## config.mk

```make
export PLATFORM = sky130hd
export DESIGN_NAME = pcor_option_regs
export DESIGN_NICKNAME = d
export VERILOG_FILES = /design/src/common/pcor_pkg.sv /design/src/hdl/pcor_option_regs.sv /design/src/hdl/pcor_opt_reg.sv
export SDC_FILE = /design/constraint.sdc
export NUM_CORES = 1
export LEC_CHECK = 0
export ABC_CLOCK_PERIOD_IN_PS = 4900
export CAP_MARGIN = 20
export CORE_ASPECT_RATIO = 1.4
export CORE_MARGIN = 10
export CORE_UTILIZATION = 63
export CTS_CLUSTER_SIZE = 24
export DETAILED_ROUTE_END_ITERATION = 7
export DONT_BUFFER_PORTS = 1
export PLACE_DENSITY_LB_ADDON = 0.15
export SYNTH_ARGS = -nofsm -noshare
export SYNTH_HDL_FRONTEND = slang
export SYNTH_SLANG_ARGS = --single-unit
```

## constraint.sdc

```tcl
create_clock -name I_CLOCK -period 4.9 [get_ports I_CLOCK]
set_input_delay 0.735 -clock I_CLOCK [delete_from_list [all_inputs] [get_ports I_CLOCK]]
set_output_delay 0.735 -clock I_CLOCK [all_outputs]
set_load 0.005 [all_outputs]
```

## src/common/pcor_pkg.sv

```systemverilog
package pcor_pkg;

  // register byte addresses on the serial register port
  localparam logic [7:0] ADDR_AUTO_SKIP = 8'h1C;
  localparam logic [7:0] ADDR_SWITCH_EDGE_SPEED = 8'h1F;
  localparam logic [7:0] ADDR_CONDUCTION_MODE_GATE_SIZE = 8'h20;
  localparam logic [7:0] ADDR_KEEPALIVE_INPUT_SELECT = 8'h21;
  localparam logic [7:0] ADDR_CH5_UNDERVOLTAGE_CONTROL = 8'h22;
  localparam logic [7:0] ADDR_MISC_OPTIONS = 8'h23;

  // implemented bits of each register; all others read zero
  localparam logic [7:0] MASK_AUTO_SKIP = 8'h3F;
  localparam logic [7:0] MASK_SWITCH_EDGE_SPEED = 8'h3F;
  localparam logic [7:0] MASK_CONDUCTION_MODE_GATE_SIZE = 8'h11;
  localparam logic [7:0] MASK_KEEPALIVE_INPUT_SELECT = 8'h11;
  localparam logic [7:0] MASK_CH5_UNDERVOLTAGE_CONTROL = 8'h31;
  localparam logic [7:0] MASK_MISC_OPTIONS = 8'h0F;

  // reset values before the fuse load
  localparam logic [7:0] RST_SWITCH_EDGE_SPEED = 8'h00;
  localparam logic [7:0] RST_FUSED = 8'h00;

  // field positions
  localparam int POS_AUTO_SKIP_CH5 = 4;
  localparam int POS_AUTO_SKIP_CH6 = 5;
  localparam int POS_AUTO_DISCONTINUOUS_CH5_CH6 = 4;
  localparam int POS_HALF_GATE_CH1 = 0;
  localparam int POS_KEEPALIVE2_SUPPLY_PICK = 4;
  localparam int POS_KEEPALIVE1_SUPPLY_PICK = 0;
  localparam int POS_CH5_UNDERVOLT_DELAY_LO = 4;
  localparam int POS_CH5_UNDERVOLT_DELAY_HI = 5;
  localparam int POS_CH5_UNDERVOLT_STANDALONE = 0;
  localparam int POS_CH1_LOW_RANGE = 3;
  localparam int POS_POWER_DOWN_DELAY_X4 = 2;
  localparam int POS_PIN_GATE_OFF_CH4 = 1;
  localparam int POS_PIN_GATE_OFF_CH3 = 0;

  // channel 5 private undervoltage delay codes
  localparam logic [1:0] UV5_CODE_NONE = 2'b00;
  localparam logic [1:0] UV5_CODE_A = 2'b01;
  localparam logic [1:0] UV5_CODE_B = 2'b10;
  localparam logic [1:0] UV5_CODE_OFF = 2'b11;

  // timing
  localparam int CLOCK_KHZ = 250000;
  localparam int UV5_DELAY_A_MS = 21;
  localparam int UV5_DELAY_B_MS = 45;
  localparam int UV5_DELAY_A_CYC = UV5_DELAY_A_MS * CLOCK_KHZ;
  localparam int UV5_DELAY_B_CYC = UV5_DELAY_B_MS * CLOCK_KHZ;
  localparam int DELAY_W = 24;
  localparam int DIS_DELAY_W = 16;
  localparam int DIS_DELAY_X4_SHIFT = 2;

  typedef enum logic [1:0] {
    MODE_FORCED_PWM = 2'b00,
    MODE_AUTO_PSM = 2'b01,
    MODE_AUTO_DCM = 2'b10
  } pcor_mode_e;

  typedef enum logic {
    ST_FUSE_LOAD = 1'b0,
    ST_RUN = 1'b1
  } pcor_state_e;

  // factory fuse image of the fused registers
  typedef struct packed {
    logic [7:0] auto_skip;
    logic [7:0] conduction_mode_gate_size;
    logic [7:0] keepalive_input_select;
    logic [7:0] ch5_undervoltage_control;
    logic [7:0] misc_options;
  } pcor_fuse_s;

endpackage

```

## src/hdl/pcor_option_regs.sv

```systemverilog
`timescale 1ns/1ps
module pcor_option_regs #(
  parameter int UV5_DELAY_A_CYC = pcor_pkg::UV5_DELAY_A_CYC,
  parameter int UV5_DELAY_B_CYC = pcor_pkg::UV5_DELAY_B_CYC
) (
  input wire logic I_CLOCK,
  input wire logic I_RST_N,
  input wire logic i_WR_EN,
  input wire logic [7:0] i_ADDR,
  input wire logic [7:0] i_WDATA,
  input wire logic [7:0] i_RADDR,
  input wire pcor_pkg::pcor_fuse_s i_FUSE,
  input wire logic i_CH3_CH4_ENABLE_PIN,
  input wire logic i_MANUAL_ON_CH3,
  input wire logic i_MANUAL_ON_CH4,
  input wire logic [pcor_pkg::DELAY_W-1:0] i_COMMON_UV_DELAY_CYC,
  input wire logic [pcor_pkg::DIS_DELAY_W-1:0] i_DISABLE_DELAY_CYC,
  output logic o_READY,
  output logic [7:0] o_RDATA,
  output logic [5:0] o_SLOW_EDGES,
  output logic [5:0] o_AUTO_SKIP,
  output pcor_pkg::pcor_mode_e o_CH5_MODE,
  output pcor_pkg::pcor_mode_e o_CH6_MODE,
  output logic o_HALF_GATE_CH1,
  output logic o_KEEPALIVE1_SUPPLY_PICK,
  output logic o_KEEPALIVE2_SUPPLY_PICK,
  output logic o_CH5_UV_STANDALONE,
  output logic o_CH5_UV_PROT_EN,
  output logic [pcor_pkg::DELAY_W-1:0] o_CH5_UV_DELAY_CYC,
  output logic o_CH1_LOW_RANGE,
  output logic o_POWER_DOWN_DELAY_X4,
  output logic [pcor_pkg::DIS_DELAY_W+1:0] o_DISABLE_DELAY_CYC,
  output logic o_CH3_ON,
  output logic o_MANUAL_ON_CH4
);

  localparam logic [pcor_pkg::DELAY_W-1:0] DLY_A = UV5_DELAY_A_CYC[pcor_pkg::DELAY_W-1:0];
  localparam logic [pcor_pkg::DELAY_W-1:0] DLY_B = UV5_DELAY_B_CYC[pcor_pkg::DELAY_W-1:0];

  pcor_pkg::pcor_state_e state;
  pcor_pkg::pcor_state_e next_state;
  logic fuse_load;
  logic wr_ok;

  logic [7:0] reg_auto_skip;
  logic [7:0] reg_edge_speed;
  logic [7:0] reg_mode_gate;
  logic [7:0] reg_keepalive;
  logic [7:0] reg_uv5;
  logic [7:0] reg_misc;

  logic wr_auto_skip;
  logic wr_edge_speed;
  logic wr_mode_gate;
  logic wr_keepalive;
  logic wr_uv5;
  logic wr_misc;

  // fuses are sampled by a clocked load after reset release, never by the reset itself
  assign fuse_load = (state == pcor_pkg::ST_FUSE_LOAD);
  assign next_state = pcor_pkg::ST_RUN;
  // writes are held off during the one-cycle load so a fuse value cannot overwrite them
  assign wr_ok = i_WR_EN && (state == pcor_pkg::ST_RUN);

  always_ff @(posedge I_CLOCK or negedge I_RST_N)
  begin
    if (!I_RST_N)
      state <= pcor_pkg::ST_FUSE_LOAD;
    else
      state <= next_state;
  end

  assign wr_auto_skip = wr_ok && (i_ADDR == pcor_pkg::ADDR_AUTO_SKIP);
  assign wr_edge_speed = wr_ok && (i_ADDR == pcor_pkg::ADDR_SWITCH_EDGE_SPEED);
  assign wr_mode_gate = wr_ok && (i_ADDR == pcor_pkg::ADDR_CONDUCTION_MODE_GATE_SIZE);
  assign wr_keepalive = wr_ok && (i_ADDR == pcor_pkg::ADDR_KEEPALIVE_INPUT_SELECT);
  assign wr_uv5 = wr_ok && (i_ADDR == pcor_pkg::ADDR_CH5_UNDERVOLTAGE_CONTROL);
  assign wr_misc = wr_ok && (i_ADDR == pcor_pkg::ADDR_MISC_OPTIONS);

  pcor_opt_reg #(
    .MASK(pcor_pkg::MASK_AUTO_SKIP),
    .RESET_VAL(pcor_pkg::RST_FUSED)
  ) u_auto_skip (
    .i_clk(I_CLOCK),
    .i_rst_n(I_RST_N),
    .i_load(fuse_load),
    .i_fuse(i_FUSE.auto_skip),
    .i_wr(wr_auto_skip),
    .i_wdata(i_WDATA),
    .o_q(reg_auto_skip)
  );

  // edge speed is not fused: it starts all-normal and stays so through the load
  pcor_opt_reg #(
    .MASK(pcor_pkg::MASK_SWITCH_EDGE_SPEED),
    .RESET_VAL(pcor_pkg::RST_SWITCH_EDGE_SPEED)
  ) u_edge_speed (
    .i_clk(I_CLOCK),
    .i_rst_n(I_RST_N),
    .i_load(1'b0),
    .i_fuse(pcor_pkg::RST_SWITCH_EDGE_SPEED),
    .i_wr(wr_edge_speed),
    .i_wdata(i_WDATA),
    .o_q(reg_edge_speed)
  );

  pcor_opt_reg #(
    .MASK(pcor_pkg::MASK_CONDUCTION_MODE_GATE_SIZE),
    .RESET_VAL(pcor_pkg::RST_FUSED)
  ) u_mode_gate (
    .i_clk(I_CLOCK),
    .i_rst_n(I_RST_N),
    .i_load(fuse_load),
    .i_fuse(i_FUSE.conduction_mode_gate_size),
    .i_wr(wr_mode_gate),
    .i_wdata(i_WDATA),
    .o_q(reg_mode_gate)
  );

  pcor_opt_reg #(
    .MASK(pcor_pkg::MASK_KEEPALIVE_INPUT_SELECT),
    .RESET_VAL(pcor_pkg::RST_FUSED)
  ) u_keepalive (
    .i_clk(I_CLOCK),
    .i_rst_n(I_RST_N),
    .i_load(fuse_load),
    .i_fuse(i_FUSE.keepalive_input_select),
    .i_wr(wr_keepalive),
    .i_wdata(i_WDATA),
    .o_q(reg_keepalive)
  );

  pcor_opt_reg #(
    .MASK(pcor_pkg::MASK_CH5_UNDERVOLTAGE_CONTROL),
    .RESET_VAL(pcor_pkg::RST_FUSED)
  ) u_uv5 (
    .i_clk(I_CLOCK),
    .i_rst_n(I_RST_N),
    .i_load(fuse_load),
    .i_fuse(i_FUSE.ch5_undervoltage_control),
    .i_wr(wr_uv5),
    .i_wdata(i_WDATA),
    .o_q(reg_uv5)
  );

  pcor_opt_reg #(
    .MASK(pcor_pkg::MASK_MISC_OPTIONS),
    .RESET_VAL(pcor_pkg::RST_FUSED)
  ) u_misc (
    .i_clk(I_CLOCK),
    .i_rst_n(I_RST_N),
    .i_load(fuse_load),
    .i_fuse(i_FUSE.misc_options),
    .i_wr(wr_misc),
    .i_wdata(i_WDATA),
    .o_q(reg_misc)
  );

  // read back; unmapped addresses answer zero
  logic [7:0] next_rdata;
  assign next_rdata =
    (i_RADDR == pcor_pkg::ADDR_AUTO_SKIP) ? reg_auto_skip :
    (i_RADDR == pcor_pkg::ADDR_SWITCH_EDGE_SPEED) ? reg_edge_speed :
    (i_RADDR == pcor_pkg::ADDR_CONDUCTION_MODE_GATE_SIZE) ? reg_mode_gate :
    (i_RADDR == pcor_pkg::ADDR_KEEPALIVE_INPUT_SELECT) ? reg_keepalive :
    (i_RADDR == pcor_pkg::ADDR_CH5_UNDERVOLTAGE_CONTROL) ? reg_uv5 :
    (i_RADDR == pcor_pkg::ADDR_MISC_OPTIONS) ? reg_misc :
    8'h00;

  // field extraction
  logic auto_skip_ch5;
  logic auto_skip_ch6;
  logic auto_discontinuous_ch5_ch6;
  logic ch5_undervolt_standalone;
  logic [1:0] ch5_undervolt_delay;
  logic pin_gate_off_ch3;
  logic pin_gate_off_ch4;

  assign auto_skip_ch5 = reg_auto_skip[pcor_pkg::POS_AUTO_SKIP_CH5];
  assign auto_skip_ch6 = reg_auto_skip[pcor_pkg::POS_AUTO_SKIP_CH6];
  assign auto_discontinuous_ch5_ch6 = reg_mode_gate[pcor_pkg::POS_AUTO_DISCONTINUOUS_CH5_CH6];
  assign ch5_undervolt_standalone = reg_uv5[pcor_pkg::POS_CH5_UNDERVOLT_STANDALONE];
  assign ch5_undervolt_delay =
    reg_uv5[pcor_pkg::POS_CH5_UNDERVOLT_DELAY_HI:pcor_pkg::POS_CH5_UNDERVOLT_DELAY_LO];
  assign pin_gate_off_ch3 = reg_misc[pcor_pkg::POS_PIN_GATE_OFF_CH3];
  assign pin_gate_off_ch4 = reg_misc[pcor_pkg::POS_PIN_GATE_OFF_CH4];

  // channel 5/6 operating mode; a channel left in forced PWM stays there even
  // if the shared DCM bit was set against the host's ordering
  pcor_pkg::pcor_mode_e next_ch5_mode;
  pcor_pkg::pcor_mode_e next_ch6_mode;
  assign next_ch5_mode = !auto_skip_ch5 ? pcor_pkg::MODE_FORCED_PWM :
    auto_discontinuous_ch5_ch6 ? pcor_pkg::MODE_AUTO_DCM : pcor_pkg::MODE_AUTO_PSM;
  assign next_ch6_mode = !auto_skip_ch6 ? pcor_pkg::MODE_FORCED_PWM :
    auto_discontinuous_ch5_ch6 ? pcor_pkg::MODE_AUTO_DCM : pcor_pkg::MODE_AUTO_PSM;

  // channel 5 undervoltage delay
  logic [pcor_pkg::DELAY_W-1:0] private_delay;
  logic [pcor_pkg::DELAY_W-1:0] next_uv_delay;
  logic next_uv_prot_en;
  assign private_delay =
    (ch5_undervolt_delay == pcor_pkg::UV5_CODE_A) ? DLY_A :
    (ch5_undervolt_delay == pcor_pkg::UV5_CODE_B) ? DLY_B :
    '0;
  assign next_uv_delay = ch5_undervolt_standalone ? private_delay : i_COMMON_UV_DELAY_CYC;
  // code 11 only switches off the standalone path; shared control keeps protection on
  assign next_uv_prot_en = !ch5_undervolt_standalone ||
    (ch5_undervolt_delay != pcor_pkg::UV5_CODE_OFF);

  // power-down delay scaling; output is two bits wider so nothing is lost
  logic [pcor_pkg::DIS_DELAY_W+1:0] next_dis_delay;
  assign next_dis_delay = reg_misc[pcor_pkg::POS_POWER_DOWN_DELAY_X4] ?
    {i_DISABLE_DELAY_CYC, 2'b00} : {2'b00, i_DISABLE_DELAY_CYC};

  // pin gating of manual enables for channels 3 and 4
  logic next_ch3_on;
  logic next_manual_on_ch4;
  assign next_ch3_on = i_MANUAL_ON_CH3 && (pin_gate_off_ch3 || i_CH3_CH4_ENABLE_PIN);
  assign next_manual_on_ch4 = i_MANUAL_ON_CH4 && (pin_gate_off_ch4 || i_CH3_CH4_ENABLE_PIN);

  always_ff @(posedge I_CLOCK or negedge I_RST_N)
  begin
    if (!I_RST_N)
    begin
      o_READY <= 1'b0;
      o_RDATA <= 8'h00;
      o_SLOW_EDGES <= 6'h00;
      o_AUTO_SKIP <= 6'h00;
      o_CH5_MODE <= pcor_pkg::MODE_FORCED_PWM;
      o_CH6_MODE <= pcor_pkg::MODE_FORCED_PWM;
      o_HALF_GATE_CH1 <= 1'b0;
      o_KEEPALIVE1_SUPPLY_PICK <= 1'b0;
      o_KEEPALIVE2_SUPPLY_PICK <= 1'b0;
      o_CH5_UV_STANDALONE <= 1'b0;
      o_CH5_UV_PROT_EN <= 1'b0;
      o_CH5_UV_DELAY_CYC <= '0;
      o_CH1_LOW_RANGE <= 1'b0;
      o_POWER_DOWN_DELAY_X4 <= 1'b0;
      o_DISABLE_DELAY_CYC <= '0;
      o_CH3_ON <= 1'b0;
      o_MANUAL_ON_CH4 <= 1'b0;
    end
    else
    begin
      o_READY <= (state == pcor_pkg::ST_RUN);
      o_RDATA <= next_rdata;
      o_SLOW_EDGES <= reg_edge_speed[5:0];
      o_AUTO_SKIP <= reg_auto_skip[5:0];
      o_CH5_MODE <= next_ch5_mode;
      o_CH6_MODE <= next_ch6_mode;
      o_HALF_GATE_CH1 <= reg_mode_gate[pcor_pkg::POS_HALF_GATE_CH1];
      o_KEEPALIVE1_SUPPLY_PICK <= reg_keepalive[pcor_pkg::POS_KEEPALIVE1_SUPPLY_PICK];
      o_KEEPALIVE2_SUPPLY_PICK <= reg_keepalive[pcor_pkg::POS_KEEPALIVE2_SUPPLY_PICK];
      o_CH5_UV_STANDALONE <= ch5_undervolt_standalone;
      o_CH5_UV_PROT_EN <= next_uv_prot_en;
      o_CH5_UV_DELAY_CYC <= next_uv_delay;
      o_CH1_LOW_RANGE <= reg_misc[pcor_pkg::POS_CH1_LOW_RANGE];
      o_POWER_DOWN_DELAY_X4 <= reg_misc[pcor_pkg::POS_POWER_DOWN_DELAY_X4];
      o_DISABLE_DELAY_CYC <= next_dis_delay;
      o_CH3_ON <= next_ch3_on;
      o_MANUAL_ON_CH4 <= next_manual_on_ch4;
    end
  end

endmodule // pcor_option_regs

```

## src/hdl/pcor_opt_reg.sv

```systemverilog
`timescale 1ns/1ps
module pcor_opt_reg #(
  parameter logic [7:0] MASK = 8'hFF,
  parameter logic [7:0] RESET_VAL = 8'h00
) (
  input wire logic i_clk,
  input wire logic i_rst_n,
  input wire logic i_load,
  input wire logic [7:0] i_fuse,
  input wire logic i_wr,
  input wire logic [7:0] i_wdata,
  output logic [7:0] o_q
);

  // masked bits never store, so they read back zero
  always_ff @(posedge i_clk or negedge i_rst_n)
  begin
    if (!i_rst_n)
      o_q <= RESET_VAL & MASK;
    else if (i_load)
      o_q <= i_fuse & MASK;
    else if (i_wr)
      o_q <= i_wdata & MASK;
  end

endmodule // pcor_opt_reg

```

# Yosys cells after proc, flatten, opt, wreduce, memory -nomap -nowiden
# Index checks and enable logic that the tools add are counted.
# totals
input_bits	110
out_inout_bits	76
reg_bits	123
elab_cells	80
# classes
n_reduce_logical	13
n_mux	23
eq_ne	20
# ops
op	n
$mux 8	16
$mux 24	3
$eq 8x6->1 const B	8
$eq 8x5->1 const B	4
$mux 18	1
$ne 2x1->1 const B	5
$logic_and 1x1->1	9
$mux 2	3
$logic_or 1x1->1	3
$eq 2x1->1 const B	1
$eq 2x2->1 const B	1
$ne 2x2->1 const B	1
$logic_not 1->1	1

# Longest topological paths before layout
# Gate-level depths: netlist of the first run.
# depth
depth_word	7
mapped_depth	6
ltp_nobuf	4

# Modules after synthesis
# Synthesis of the first run repeated with hierarchy kept, for this count alone.
# unflattened
cells_unflattened	373
area_unflattened_um2	4269.1
# modules_own_cells
mod	cells_per_inst	instances	area_per_inst_um2	seq_area_each_um2
pcor_option_regs	245	1	3007.9	1926.8
pcor_opt_reg (u_auto_skip ...)	29	2	297.8	150.1
pcor_opt_reg (u_keepalive ...)	15	2	136.4	50.0
pcor_opt_reg (u_misc)	22	1	220.2	100.1
pcor_opt_reg (u_uv5)	18	1	172.7	75.1

# Worst setup path after synthesis of the first run
# No wires, ideal clock.
# synth_timing
kind	input-to-reg
start	input port i_ADDR[3]
end	register u_misc.o_q[2]
required_time_ns	4.763
arrival_time_ns	1.840
n_path_buf	1
path_slack_ns	2.923
setup_time_ns	0.137
path_stages	5
cell_sequence	nor4b_4 -> or4b_1 -> buf_2 -> mux2i_1 -> a21oi_1
# synth_via
elab_chain_len	3
# synth_rtl
item	line	text
start: declaration	pcor_option_regs.sv:9	input wire logic [7:0] i_ADDR,
$eq 8x6->1	pcor_option_regs.sv:78	assign wr_misc = wr_ok && (i_ADDR == pcor_pkg::ADDR_MISC_OPTIONS);
$logic_and 1x1->1	pcor_option_regs.sv:78	
$ne 2x1->1 (no source line)	--	
end signal: assignment	pcor_opt_reg.sv:19	o_q <= RESET_VAL & MASK;
end signal: assignment	pcor_opt_reg.sv:21	o_q <= i_fuse & MASK;
end signal: assignment	pcor_opt_reg.sv:23	o_q <= i_wdata & MASK;
end: declaration	pcor_opt_reg.sv:12	output logic [7:0] o_q
# No other way between the ends.
# A chain may end at the register's enable or synchronous reset.

# Final worst setup path of the first run
# layout_timing
start	register state
end	register u_misc.o_q[2]
# layout_via
elab_chain_len	3
word_cells_on_any_way	4
classes_between	1 x eq/ne; 1 x mux; 2 x reduce/logical
# layout_rtl
item	line	text
start: declaration	pcor_option_regs.sv:40	pcor_pkg::pcor_state_e state;
start signal: assignment	pcor_option_regs.sv:68	state <= pcor_pkg::ST_FUSE_LOAD;
start signal: assignment	pcor_option_regs.sv:70	state <= next_state;
$logic_and 1x1->1	pcor_option_regs.sv:63	assign wr_ok = i_WR_EN && (state == pcor_pkg::ST_RUN);
$logic_and 1x1->1	pcor_option_regs.sv:78	
$ne 2x1->1 (no source line)	--	
# Parallel ways exist; a longest one is shown, timed or not.

==> results by group, run 1 <==
Cells and area
  • Nets: 405
  • # fillers: 427
  • Design Area, Final: 3990 um2
  • Final core occ: 68.5%
  • Share of layout cells above drive strength 1: 13.5%
  • Footprint of the multi-input gates: 1150 um2
  • Most common cell after layout, fill and taps aside: dfrtp_1
  • FF/Latch Area: 2450 um2
  • P&R area growth vs syn: 6.91%
  • Antenna Diode Count: 0
  • Most frequent cells in the layout: dfrtp_1, nor2_1, mux2_2

Worst setup path
  • Crit-path max cell delay: 0.67 ns
  • CP Depth: 5
  • Setup crit start: state
  • Max FO, Critical Path: 34
  • WP buf/inv: 1
  • Critical Path RT: 5.17 ns
  • CP max-delay cell: or4b_1
  • Crit end category: register
  • Slack of the worst reg-to-reg path: 2.95 ns
  • CP startpoint kind: register
  • Delay-heaviest family, CP: simple AND/OR/NAND/NOR gates
  • Reg-to-Reg Start: state
  • Critical path class: reg -> reg
  • Reg2Reg Depth: 5
  • CP Cell Sequence: buf_16, nand4_1, or4b_1, mux2i_1, a21oi_1
  • Arr. time, crit path: 2.23 ns

Route
  • Via count: 2156
  • Routed len/inst: 22.8 um
  • Vias per inst: 5.89
  • DRT Wirelength: 8340 um
  • Number of DRC markers in iteration 0: 111
  • DRT Pass-1 Iters: 4
  • Drt drc: 0
  • Antenna Nets Post-Route: 0

Power
  • Flop pwr share: 60.2%
  • Sw frac: 22.1%
  • Power Total: 1.54 mW
  • Sw Pwr: 340 uW
  • Pint: 1.20 mW
  • VDD IR max: 0.000258 V
  • Clock network power share: 34.8%
  • PD cells: 386 nW/um2
  • Combinational Power Share: 5.0%
  • P_leak: 1.93 nW

Hold path
  • Hold Path Class: in -> async

Synth
  • Synth area leader: dfrtp_1
  • Synth area leaders: dfrtp_1, mux2_2, mux2i_1
  • Post-Syn Area: 3730 um2
  • Mapped Cells: 294
  • Unique masters post-synth: 36
  • Synth top area share: 65.7%
  • Yosys reg bits: 98
  • Ys Warns: 0
  • Sequential area share after synthesis: 65.7%
  • Syn Area/Cell: 12.7 um2

Timing
  • Worst-margin pin slew: 0.828 ns
  • Crit path time final: 1.95 ns
  • Relative slew slack: 44.8%
  • Final setup TNS: 0 ns
  • RSZ-0062 raised after global routing: no
  • Fin crit share: 39.8%
  • Final setup violating endpoints: 0
  • Max Fclk: 512 MHz
  • Final Max Tran Viols: 0
  • Final hold viol count: 0
  • Final setup skew: 0.00636 ns
  • WHS: 0.0781 ns

GRT
  • Initial antenna violation count: 0
  • Gr usage total: 17.0%
  • Number of global-route vias before repair: 2251
  • Pin count of the biggest net entering global routing: 99
  • GRT overflow: 0
  • Global-route wire length before repair: 12600 um

Place
  • PortBufs: 0
  • Area after DPL: 3760 um2
  • Placer congestion estimate: 0.790
  • DP Wirelength: 6360 um

Clock tree
  • Clk buf depth: 2
  • Clock Pin Slew Worst Setup and Hold Paths: 0.09 ns
  • CTS sink count: 98
  • H-tree levels: 3
  • Postcts setup bufs: 0
  • Clock Latency Late Sink: 0.34 ns
  • Cts bufs inserted: 9
  • Hold-fix buffers, CTS: 0
  • CTS tree: done
  • Clk Tree Root Cell: clkbuf_8
  • Post_cts resized: 0

Floorplanning
  • # IOs: 186
  • Placeable Area: 5820 um2
  • Die ar.: 9450 um2
  • Horiz. Die Dim: 85.1 um
  • Die height: 111 um
  • Row count: 33
  • Initial core utilization: 64.1%

Run status
  • Status: complete, no violations

Flow run
  • MaxCap Viol Count: 0
state kept, by name, indices dropped and copies added (netlist names), 2 cells and up:
name and flops:
o_AUTO_SKIP 6, o_CH5_MODE 2, o_CH5_UV_DELAY_CYC 24, o_CH6_MODE 2, o_DISABLE_DELAY_CYC 18, o_RDATA 6
o_SLOW_EDGES 6, u_auto_skip.o_q 6, u_edge_speed.o_q 6, u_keepalive.o_q 2, u_misc.o_q 4, u_mode_gate.o_q 2
u_uv5.o_q 3
cell usage after synthesis:
cell type	instances
and2_1	4
nand3_1	4
a32oi_1	1
o31ai_1	1
buf_2	3
a21oi_1	18
mux2_2	20
and4b_1	1
mux4_2	1
buf_4	2
nor3b_1	1
a22oi_1	3
nand4_1	1
nor4_1	3
and3_1	1
nor3_1	5
inv_1	17
nand2_1	15
o21a_1	6
nand4b_1	2
nor4b_4	1
ha_1	3
o21bai_1	1
dfrtp_1	98
a31oi_1	1
and3b_1	1
mux2i_1	17
or2_2	1
nor4_4	1
or4b_2	1
clkbuf_1	10
conb_1	2
nor2_1	22
or4b_1	2
o21ai_0	14
nor2b_1	10
path summary, 6_finish.rpt:
kind	end
min reg2reg	o_SLOW_EDGES[3]
min in group I_CLOCK	o_SLOW_EDGES[3]
max	u_misc.o_q[2]
min	o_CH5_UV_DELAY_CYC[5]
max reg2reg	u_misc.o_q[2]
max in group asynchronous	o_DISABLE_DELAY_CYC[2]
power groups by stage:
stage,clock [mW],sequential (mW),combinational [mW]
floorplan,0,0.918,0.0765
global placement,0,0.950,0.0676
detailed placement,0,0.952,0.0719
CTS,0.554,0.935,0.0723
global route,0.586,0.939,0.0884
finish,0.536,0.929,0.0773
stage by stage:
stage / cells / setup WS (ns)
floorplan: 295 / 2.92
global placement: 350 / 2.36
detailed placement: 350 / 2.33
CTS: 365 / 2.32
global route: 366 / 2.83
finish: 366 / 2.95
layer usage:
layer / vias to the layer above / wire length [um] / GRT usage (%)
met4: 0 / 149 / 5.51
met1: 1046 / 2860 / 17.6
met5: - / 0 / 0
li1: 987 / - / -
met3: 10 / 978 / 8.75
met2: 113 / 4360 / 28.6
cell type report:
| class | count | share of cell area (%) |
|---|---|---|
| Clock buffer | 10 | 3.20 |
| Sequential cell | 98 | 61.5 |
| Inverter | 17 | 1.60 |
| Clock inverter | 5 | 1.98 |
| Tap cell | 70 | 2.20 |
| Multi-Input combinational cell | 165 | 28.9 |
| Timing Repair Buffer | 1 | 0.690 |
logic make-up (layout without fill, tap and decap cells):
family	count (synthesis)	count (layout)	share of synthesized area, %
fa+ha+maj	3	3	1.01
buf+inv	32	33	3.52
other cells	2	3	0.201
compound gates	45	45	6.91
flops	98	98	65.7
simple gates	76	76	11.5
mux	38	38	11.2
(Power assumes the default switching activity.)
==> run 2, diff against run 1 <==
- ABC_CLOCK_PERIOD_IN_PS: 4900 -> 2000
- CORE_UTILIZATION: 63 -> 62
- clock period: 4.9 -> 2 ns (I/O delays scaled with it)
==> run 2 against run 1 <==
The flow now finishes with violations (negative hold slack). Worst setup slack got worse by 2.6 ns. Highest routed layer unchanged. Sequential share of layout area decreased by 0.23 points. Via count increased by 1.5%. Final area increased by 0.38%. First-iteration DRC count increased by 1.8%. Sequential cell count unchanged. Critical path type unchanged. Die area increased by 1.3%. Largest cell class unchanged. Final cell count increased by 0.82%. Critical endpoint unchanged.
==> results by group, run 2 (synthesis gave the netlist of run 1 again) <==
Worst setup path
  • Arr. time, crit path: 1.91 ns (-0.32 ns)
  • Crit end category: register
  • Critical path class: reg -> reg
  • CP Cell Sequence: nand4_1, or4b_1, mux2i_1, a21oi_1
  • CP startpoint kind: register
  • Critical Path RT: 2.29 ns (-2.88 ns)
  • Crit-path max cell delay: 0.68 ns (about the same)
  • Max FO, Critical Path: 4 (-88%)
  • CP max-delay cell: or4b_1

Route
  • Via count: 2188 (+1.5%)
  • Routed len/inst: 22.6 um (-0.87%)
  • Vias per inst: 5.93 (+0.66%)
  • DRT Pass-1 Iters: 6 (+2)
  • Antenna Nets Post-Route: 0 (unchanged)
  • Drt drc: 0 (unchanged)
  • DRT Wirelength: 8340 um (about the same)
  • Number of DRC markers in iteration 0: 113 (+1.8%)

Clock tree
  • CTS tree: done
  • Clk Tree Root Cell: clkbuf_8
  • Clock Latency Late Sink: 0.36 ns (+0.02 ns)
  • Cts bufs inserted: 9 (unchanged)
  • Post_cts resized: 0 (unchanged)
  • CTS sink count: 98 (unchanged)
  • Postcts setup bufs: 0 (unchanged)
  • H-tree levels: 3 (unchanged)
  • Clock Pin Slew Worst Setup and Hold Paths: 0.10 ns (about the same)
  • Clk buf depth: 2 (unchanged)

Place
  • Placement Setup Slack: 0.225 ns (-2.10 ns)
  • Placer congestion estimate: 0.809 (+2.4%)
  • DP Wirelength: 6240 um (-1.8%)
  • PortBufs: 0 (unchanged)

Timing
  • Fin crit share: 81.2% (+41 points)
  • Final setup skew: 0.0108 ns (+0.00445 ns)
  • Relative slew slack: 51.9% (+7.1 points)
  • RSZ-0062 raised after global routing: no
  • Post-route setup slack: 0.375 ns (-2.57 ns)
  • Final setup TNS: 0 ns (unchanged)
  • Max Fclk: 616 MHz (+20%)
  • Final setup violating endpoints: 0 (unchanged)
  • Worst-margin pin slew: 0.722 ns (-0.106 ns)
  • Final Max Tran Viols: 0 (unchanged)
  • Crit path time final: 1.62 ns (-0.327 ns)
  • Final hold viol count: 98 (+98)
  • WHS: -0.368 ns (-0.446 ns)

Floorplanning
  • Die ar.: 9570 um2 (+1.3%)
  • # IOs: 186 (unchanged)
  • Die height: 112 um (+0.66%)
  • Horiz. Die Dim: 85.6 um (+0.62%)
  • Row count: 33 (unchanged)
  • Placeable Area: 5860 um2 (+0.71%)
  • Initial core utilization: 63.7% (-0.45 points)

Power
  • PD cells: 965 nW/um2 (+150%)
  • P_leak: 1.94 nW (+0.30%)
  • Power Total: 3.87 mW (+150%)
  • VDD IR max: 0.000589 V (+130%)

Cells and area
  • Nets: 407 (+0.49%)
  • Most common cell after layout, fill and taps aside: dfrtp_1
  • Footprint of the multi-input gates: 1150 um2 (unchanged)
  • Antenna Diode Count: 0 (unchanged)
  • Largest Register: o_CH5_UV_DELAY_CYC
  • # fillers: 425 (-0.47%)
  • Number of flip-flops under the largest register name: 24 (unchanged)
  • FF/Latch Area: 2450 um2 (unchanged)
  • Top flop regs: o_CH5_UV_DELAY_CYC x24, o_DISABLE_DELAY_CYC x18
  • Share of layout cells above drive strength 1: 14.4% (+0.87 points)
  • P&R area growth vs syn: 7.31%
  • Most frequent cells in the layout: dfrtp_1, nor2_1, mux2_2

Flow run
  • MaxCap Viol Count: 0 (unchanged)

GRT
  • Number of global-route vias before repair: 2318 (+3.0%)
  • Pin count of the biggest net entering global routing: 99 (unchanged)
  • GRT overflow: 0 (unchanged)
  • Global-route wire length before repair: 12800 um (+1.4%)
  • Initial antenna violation count: 0 (unchanged)
  • Gr usage total: 17.2% (+0.29 points)

Hold path
  • Hold Path Class: in -> async

Run status
  • Violated checks: negative hold slack
  • Status: complete, but fails checks
run 2: changes by cell type in the layout (fill, tap and decap cells not counted):
cell        delta
clkinv_2       -2
clkinv_4       +1
buf_16         -1
buf_4          +3
clkinvlp_4     +1
clkbuf_8       +1
run 2: path summary, 6_finish.rpt:
| kind | to | startpoint | cells past startpoint | slack [ns] |
|---|---|---|---|---|
| max | u_misc.o_q[2] | state | 4 | 0.38 |
| min | o_CH5_UV_DELAY_CYC[5] | I_RST_N | 0 | -0.37 |
| max reg2reg | u_misc.o_q[2] | state | 4 | 0.38 |
| min reg2reg | o_SLOW_EDGES[0] | u_edge_speed.o_q[0] | 0 | 0.40 |
| max in group asynchronous | u_uv5.o_q[5] | I_RST_N | 0 | 2.24 |
| min in group I_CLOCK | o_RDATA[5] | i_RADDR[0] | 1 | 0.05 |
run 2: metrics by stage:
| stage | instances | util [%] | area (um2) | hold WS [ns] |
|---|---|---|---|---|
| floorplan | 295 | - | 3740 | 0.00441 |
| detailed placement | 353 | 64.4 | 3780 | 0.00725 |
| finish | 369 | 68.3 | 4010 | -0.368 |
| CTS | 369 | 68.3 | 4010 | -0.391 |
| global route | 369 | 68.3 | 4010 | -0.406 |
| global placement | 353 | 64.4 | 3780 | 0.00712 |
run 2: per-layer routing:
layer  global-route usage, %  wire, um  share of wire (%)
met1                    18.1      2990                 36
met2                    27.9      4260                 51
met3                    9.34       944                 11
met5                       0         0                  0
met4                    7.49       144                1.7
run 2: cell type report:
cell class	instances	share of cell area (%)
Multi-Input combinational cell	165	28.8
Inverter	17	1.59
Sequential cell	98	61.2
Tap cell	70	2.19
Clock buffer	11	3.53
Clock inverter	5	2.12
Timing Repair Buffer	3	0.562
run 2: power by group:
group          switching, mW  leakage [nW]  internal [mW]
Clock                  0.659         0.110          0.746
Sequential             0.130          1.20           2.14
Combinational         0.0878         0.633          0.105
Total                  0.876          1.94           2.99
run 2: worst max-delay path: cells and delay by family (launching register included):
family             cells  cell delay, ns
AOI/OAI and AO/OA      1            0.18
and+or+nand+nor        2            0.84
muxes                  1            0.18
DFF                    1            0.36
==> run 3, diff against run 2 <==
- ABC_CLOCK_PERIOD_IN_PS: 2000 -> 1500
- clock period: 2 -> 1.5 ns (I/O delays scaled with it)
==> run 3 against run 2 <==
The run still ends with negative hold slack left. Combinational power increased by 110%. Clock-buffer cell count down 1. Sequential cell count stayed put. Critical path depth unchanged. Non-clock buffer count increased by 58. Worst setup slack got worse by 0.34 ns. Register-to-register slack got worse by 0.34 ns. Die area is the same. Core utilization rose by 8.8 points. Highest routed layer unchanged.
==> results by group, run 3 (synthesis gave the netlist of run 1 again) <==
Run status
  • Status: complete, but fails checks
  • Violated checks: negative hold slack

Hold path
  • Hold Path Class: in -> async

Cells and area
  • Share of layout cells above drive strength 1: 16.0% (+1.6 points)
  • Antenna Diode Count: 0 (unchanged)
  • Most frequent cells in the layout: dfrtp_1, dlygate4sd3_1, nor2_1
  • Nets: 465 (+14%)
  • Most common cell after layout, fill and taps aside: dfrtp_1
  • P&R area growth vs syn: 21.2%
  • Largest Register: o_CH5_UV_DELAY_CYC
  • Number of flip-flops under the largest register name: 24 (unchanged)
  • Top flop regs: o_CH5_UV_DELAY_CYC x24, o_DISABLE_DELAY_CYC x18

Route
  • DRT Wirelength: 9060 um (+8.7%)
  • Via count: 2410 (+10%)
  • Number of DRC markers in iteration 0: 109 (-3.5%)
  • DRT Pass-1 Iters: 4 (-2)
  • Vias per inst: 5.64 (-4.8%)
  • Drt drc: 0 (unchanged)
  • Antenna Nets Post-Route: 0 (unchanged)
  • Routed len/inst: 21.2 um (-6.1%)

Power
  • P_leak: 2.18 nW (+12%)
  • Clock network power share: 31.8% (-4.5 points)
  • Flop pwr share: 60.1% (+1.4 points)
  • Sw frac: 24.8% (+2.1 points)
  • Pint: 3.75 mW (+26%)
  • VDD IR max: 0.000651 V (+10%)
  • PD cells: 1100 nW/um2 (+14%)
  • Sw Pwr: 1.24 mW (+41%)
  • Combinational Power Share: 8.1% (+3.1 points)

Worst setup path
  • CP Cell Sequence: nand4_1, or4b_4, mux2i_1, a21oi_1
  • Arr. time, crit path: 1.69 ns (-0.22 ns)
  • Max FO, Critical Path: 4 (unchanged)
  • Critical Path RT: 1.73 ns (-0.56 ns)
  • Crit-path max cell delay: 0.60 ns (-0.08 ns)
  • CP max-delay cell: or4b_4
  • Crit end category: register
  • CP startpoint kind: register
  • Critical path class: reg -> reg

Timing
  • Final setup violating endpoints: 0 (unchanged)
  • Final setup skew: 0.00838 ns (-0.00243 ns)
  • RSZ-0062 raised after global routing: yes
  • Post-route setup slack: 0.0364 ns (-0.339 ns)
  • Crit path time final: 1.46 ns (-0.161 ns)
  • Final hold viol count: 98 (unchanged)
  • WHS: -0.446 ns (-0.0774 ns)
  • Final Max Tran Viols: 0 (unchanged)
  • Fin crit share: 97.6% (+16 points)
  • Max Fclk: 683 MHz (+11%)

GRT
  • Global-route wire length before repair: 13400 um (+4.9%)
  • Number of global-route vias before repair: 2472 (+6.6%)
  • GRT overflow: 0 (unchanged)
  • Initial antenna violation count: 0 (unchanged)
  • Pin count of the biggest net entering global routing: 99 (unchanged)
  • Gr usage total: 17.6% (+0.34 points)

Floorplanning
  • Placeable Area: 5860 um2 (unchanged)
  • # IOs: 186 (unchanged)
  • Horiz. Die Dim: 85.6 um (unchanged)
  • Die height: 112 um (unchanged)
  • Row count: 33 (unchanged)
  • Die ar.: 9570 um2 (unchanged)
  • Initial core utilization: 63.7% (unchanged)

Clock tree
  • Clock Latency Late Sink: 0.35 ns (about the same)
  • H-tree levels: 3 (unchanged)
  • CTS sink count: 98 (unchanged)
  • CTS tree: done
  • Clk Tree Root Cell: clkbuf_8
  • Cts bufs inserted: 9 (unchanged)
  • Clock Pin Slew Worst Setup and Hold Paths: 0.09 ns (about the same)
  • Postcts setup bufs: 0 (unchanged)
  • Clk buf depth: 2 (unchanged)

Place
  • DP Wirelength: 6310 um (+1.1%)
  • Placer congestion estimate: 0.727 (-10%)
  • PortBufs: 0 (unchanged)
  • Placement Setup Slack: -0.0599 ns (-0.285 ns)

Flow run
  • MaxCap Viol Count: 0 (unchanged)
## run 3: power groups by stage
stage          sequential [mW]  clock [mW]  combinational (mW)
6_report                  3.00        1.59               0.403
5_1_grt                   3.03        1.72               0.448
4_1_cts                   3.01        1.61               0.371
3_5_place_dp              3.06           0               0.297
3_3_place_gp              3.06           0               0.284
2_1_floorplan             3.00           0               0.251
## run 3: timing repair
| action | 4_1_cts | 5_1_grt |
|---|---|---|
| setup endpoints to repair | 4 | 4 |
| hold endpoints to repair | 130 | 110 |
| pin swaps | 1 | 3 |
| resized for setup | 2 | 1 |
| gates cloned | 0 | 0 |
| hold buffers | 34 | 12 |
## run 3: cell type report
class	count	area, um2
multi-input cells	165	1160
inverters	17	63.8
repair buffers	61	577
clock buffers	10	138
clock inverters	6	48.8
fillers	385	1340
well taps	70	87.6
flip-flops and latches	98	2450
## run 3: metrics by stage
step	instances	power [mW]	util (%)	area, um2	TNS (ns)
6_report	427	4.99	77.1	4520	0
4_1_cts	416	4.99	75.2	4410	0
3_3_place_gp	366	3.34	66.1	3880	-0.115
3_5_place_dp	366	3.36	66.1	3880	-0.222
5_1_grt	427	5.20	77.1	4520	-0.155
2_1_floorplan	295	3.25	-	3740	-0.263
## run 3: path summary, 6_finish.rpt
check / startpoint / endpoint / slack [ns] / cells after the start
worst min register to register: u_edge_speed.o_q[0] / o_SLOW_EDGES[0] / 0.40 / 0
max in group asynchronous: I_RST_N / o_CH1_LOW_RANGE / 1.75 / 0
worst max-delay path: state / u_misc.o_q[3] / 0.04 / 4
min in group I_CLOCK: i_FUSE[2] / u_misc.o_q[2] / 0.02 / 2
worst min-delay path: I_RST_N / o_CH5_UV_DELAY_CYC[5] / -0.45 / 0
worst max register to register: state / u_misc.o_q[3] / 0.04 / 4
## run 3: layer usage
| metal | share of wire, % | GRT usage [%] | up-vias |
|---|---|---|---|
| li1 | - | - | 1108 |
| met1 | 36 | 19.0 | 1169 |
| met2 | 51 | 28.9 | 121 |
| met3 | 11 | 9.26 | 12 |
| met4 | 1.6 | 5.51 | 0 |
| met5 | 0 | 0 | - |
## run 3: worst max-delay path, delay by kind of cell (launching register included)
kind | cells | cell delay, ns
flip-flops | 1 | 0.36
AND/OR/NAND/NOR | 2 | 0.72
multiplexers | 1 | 0.18
AO/OA/AOI/OAI | 1 | 0.08
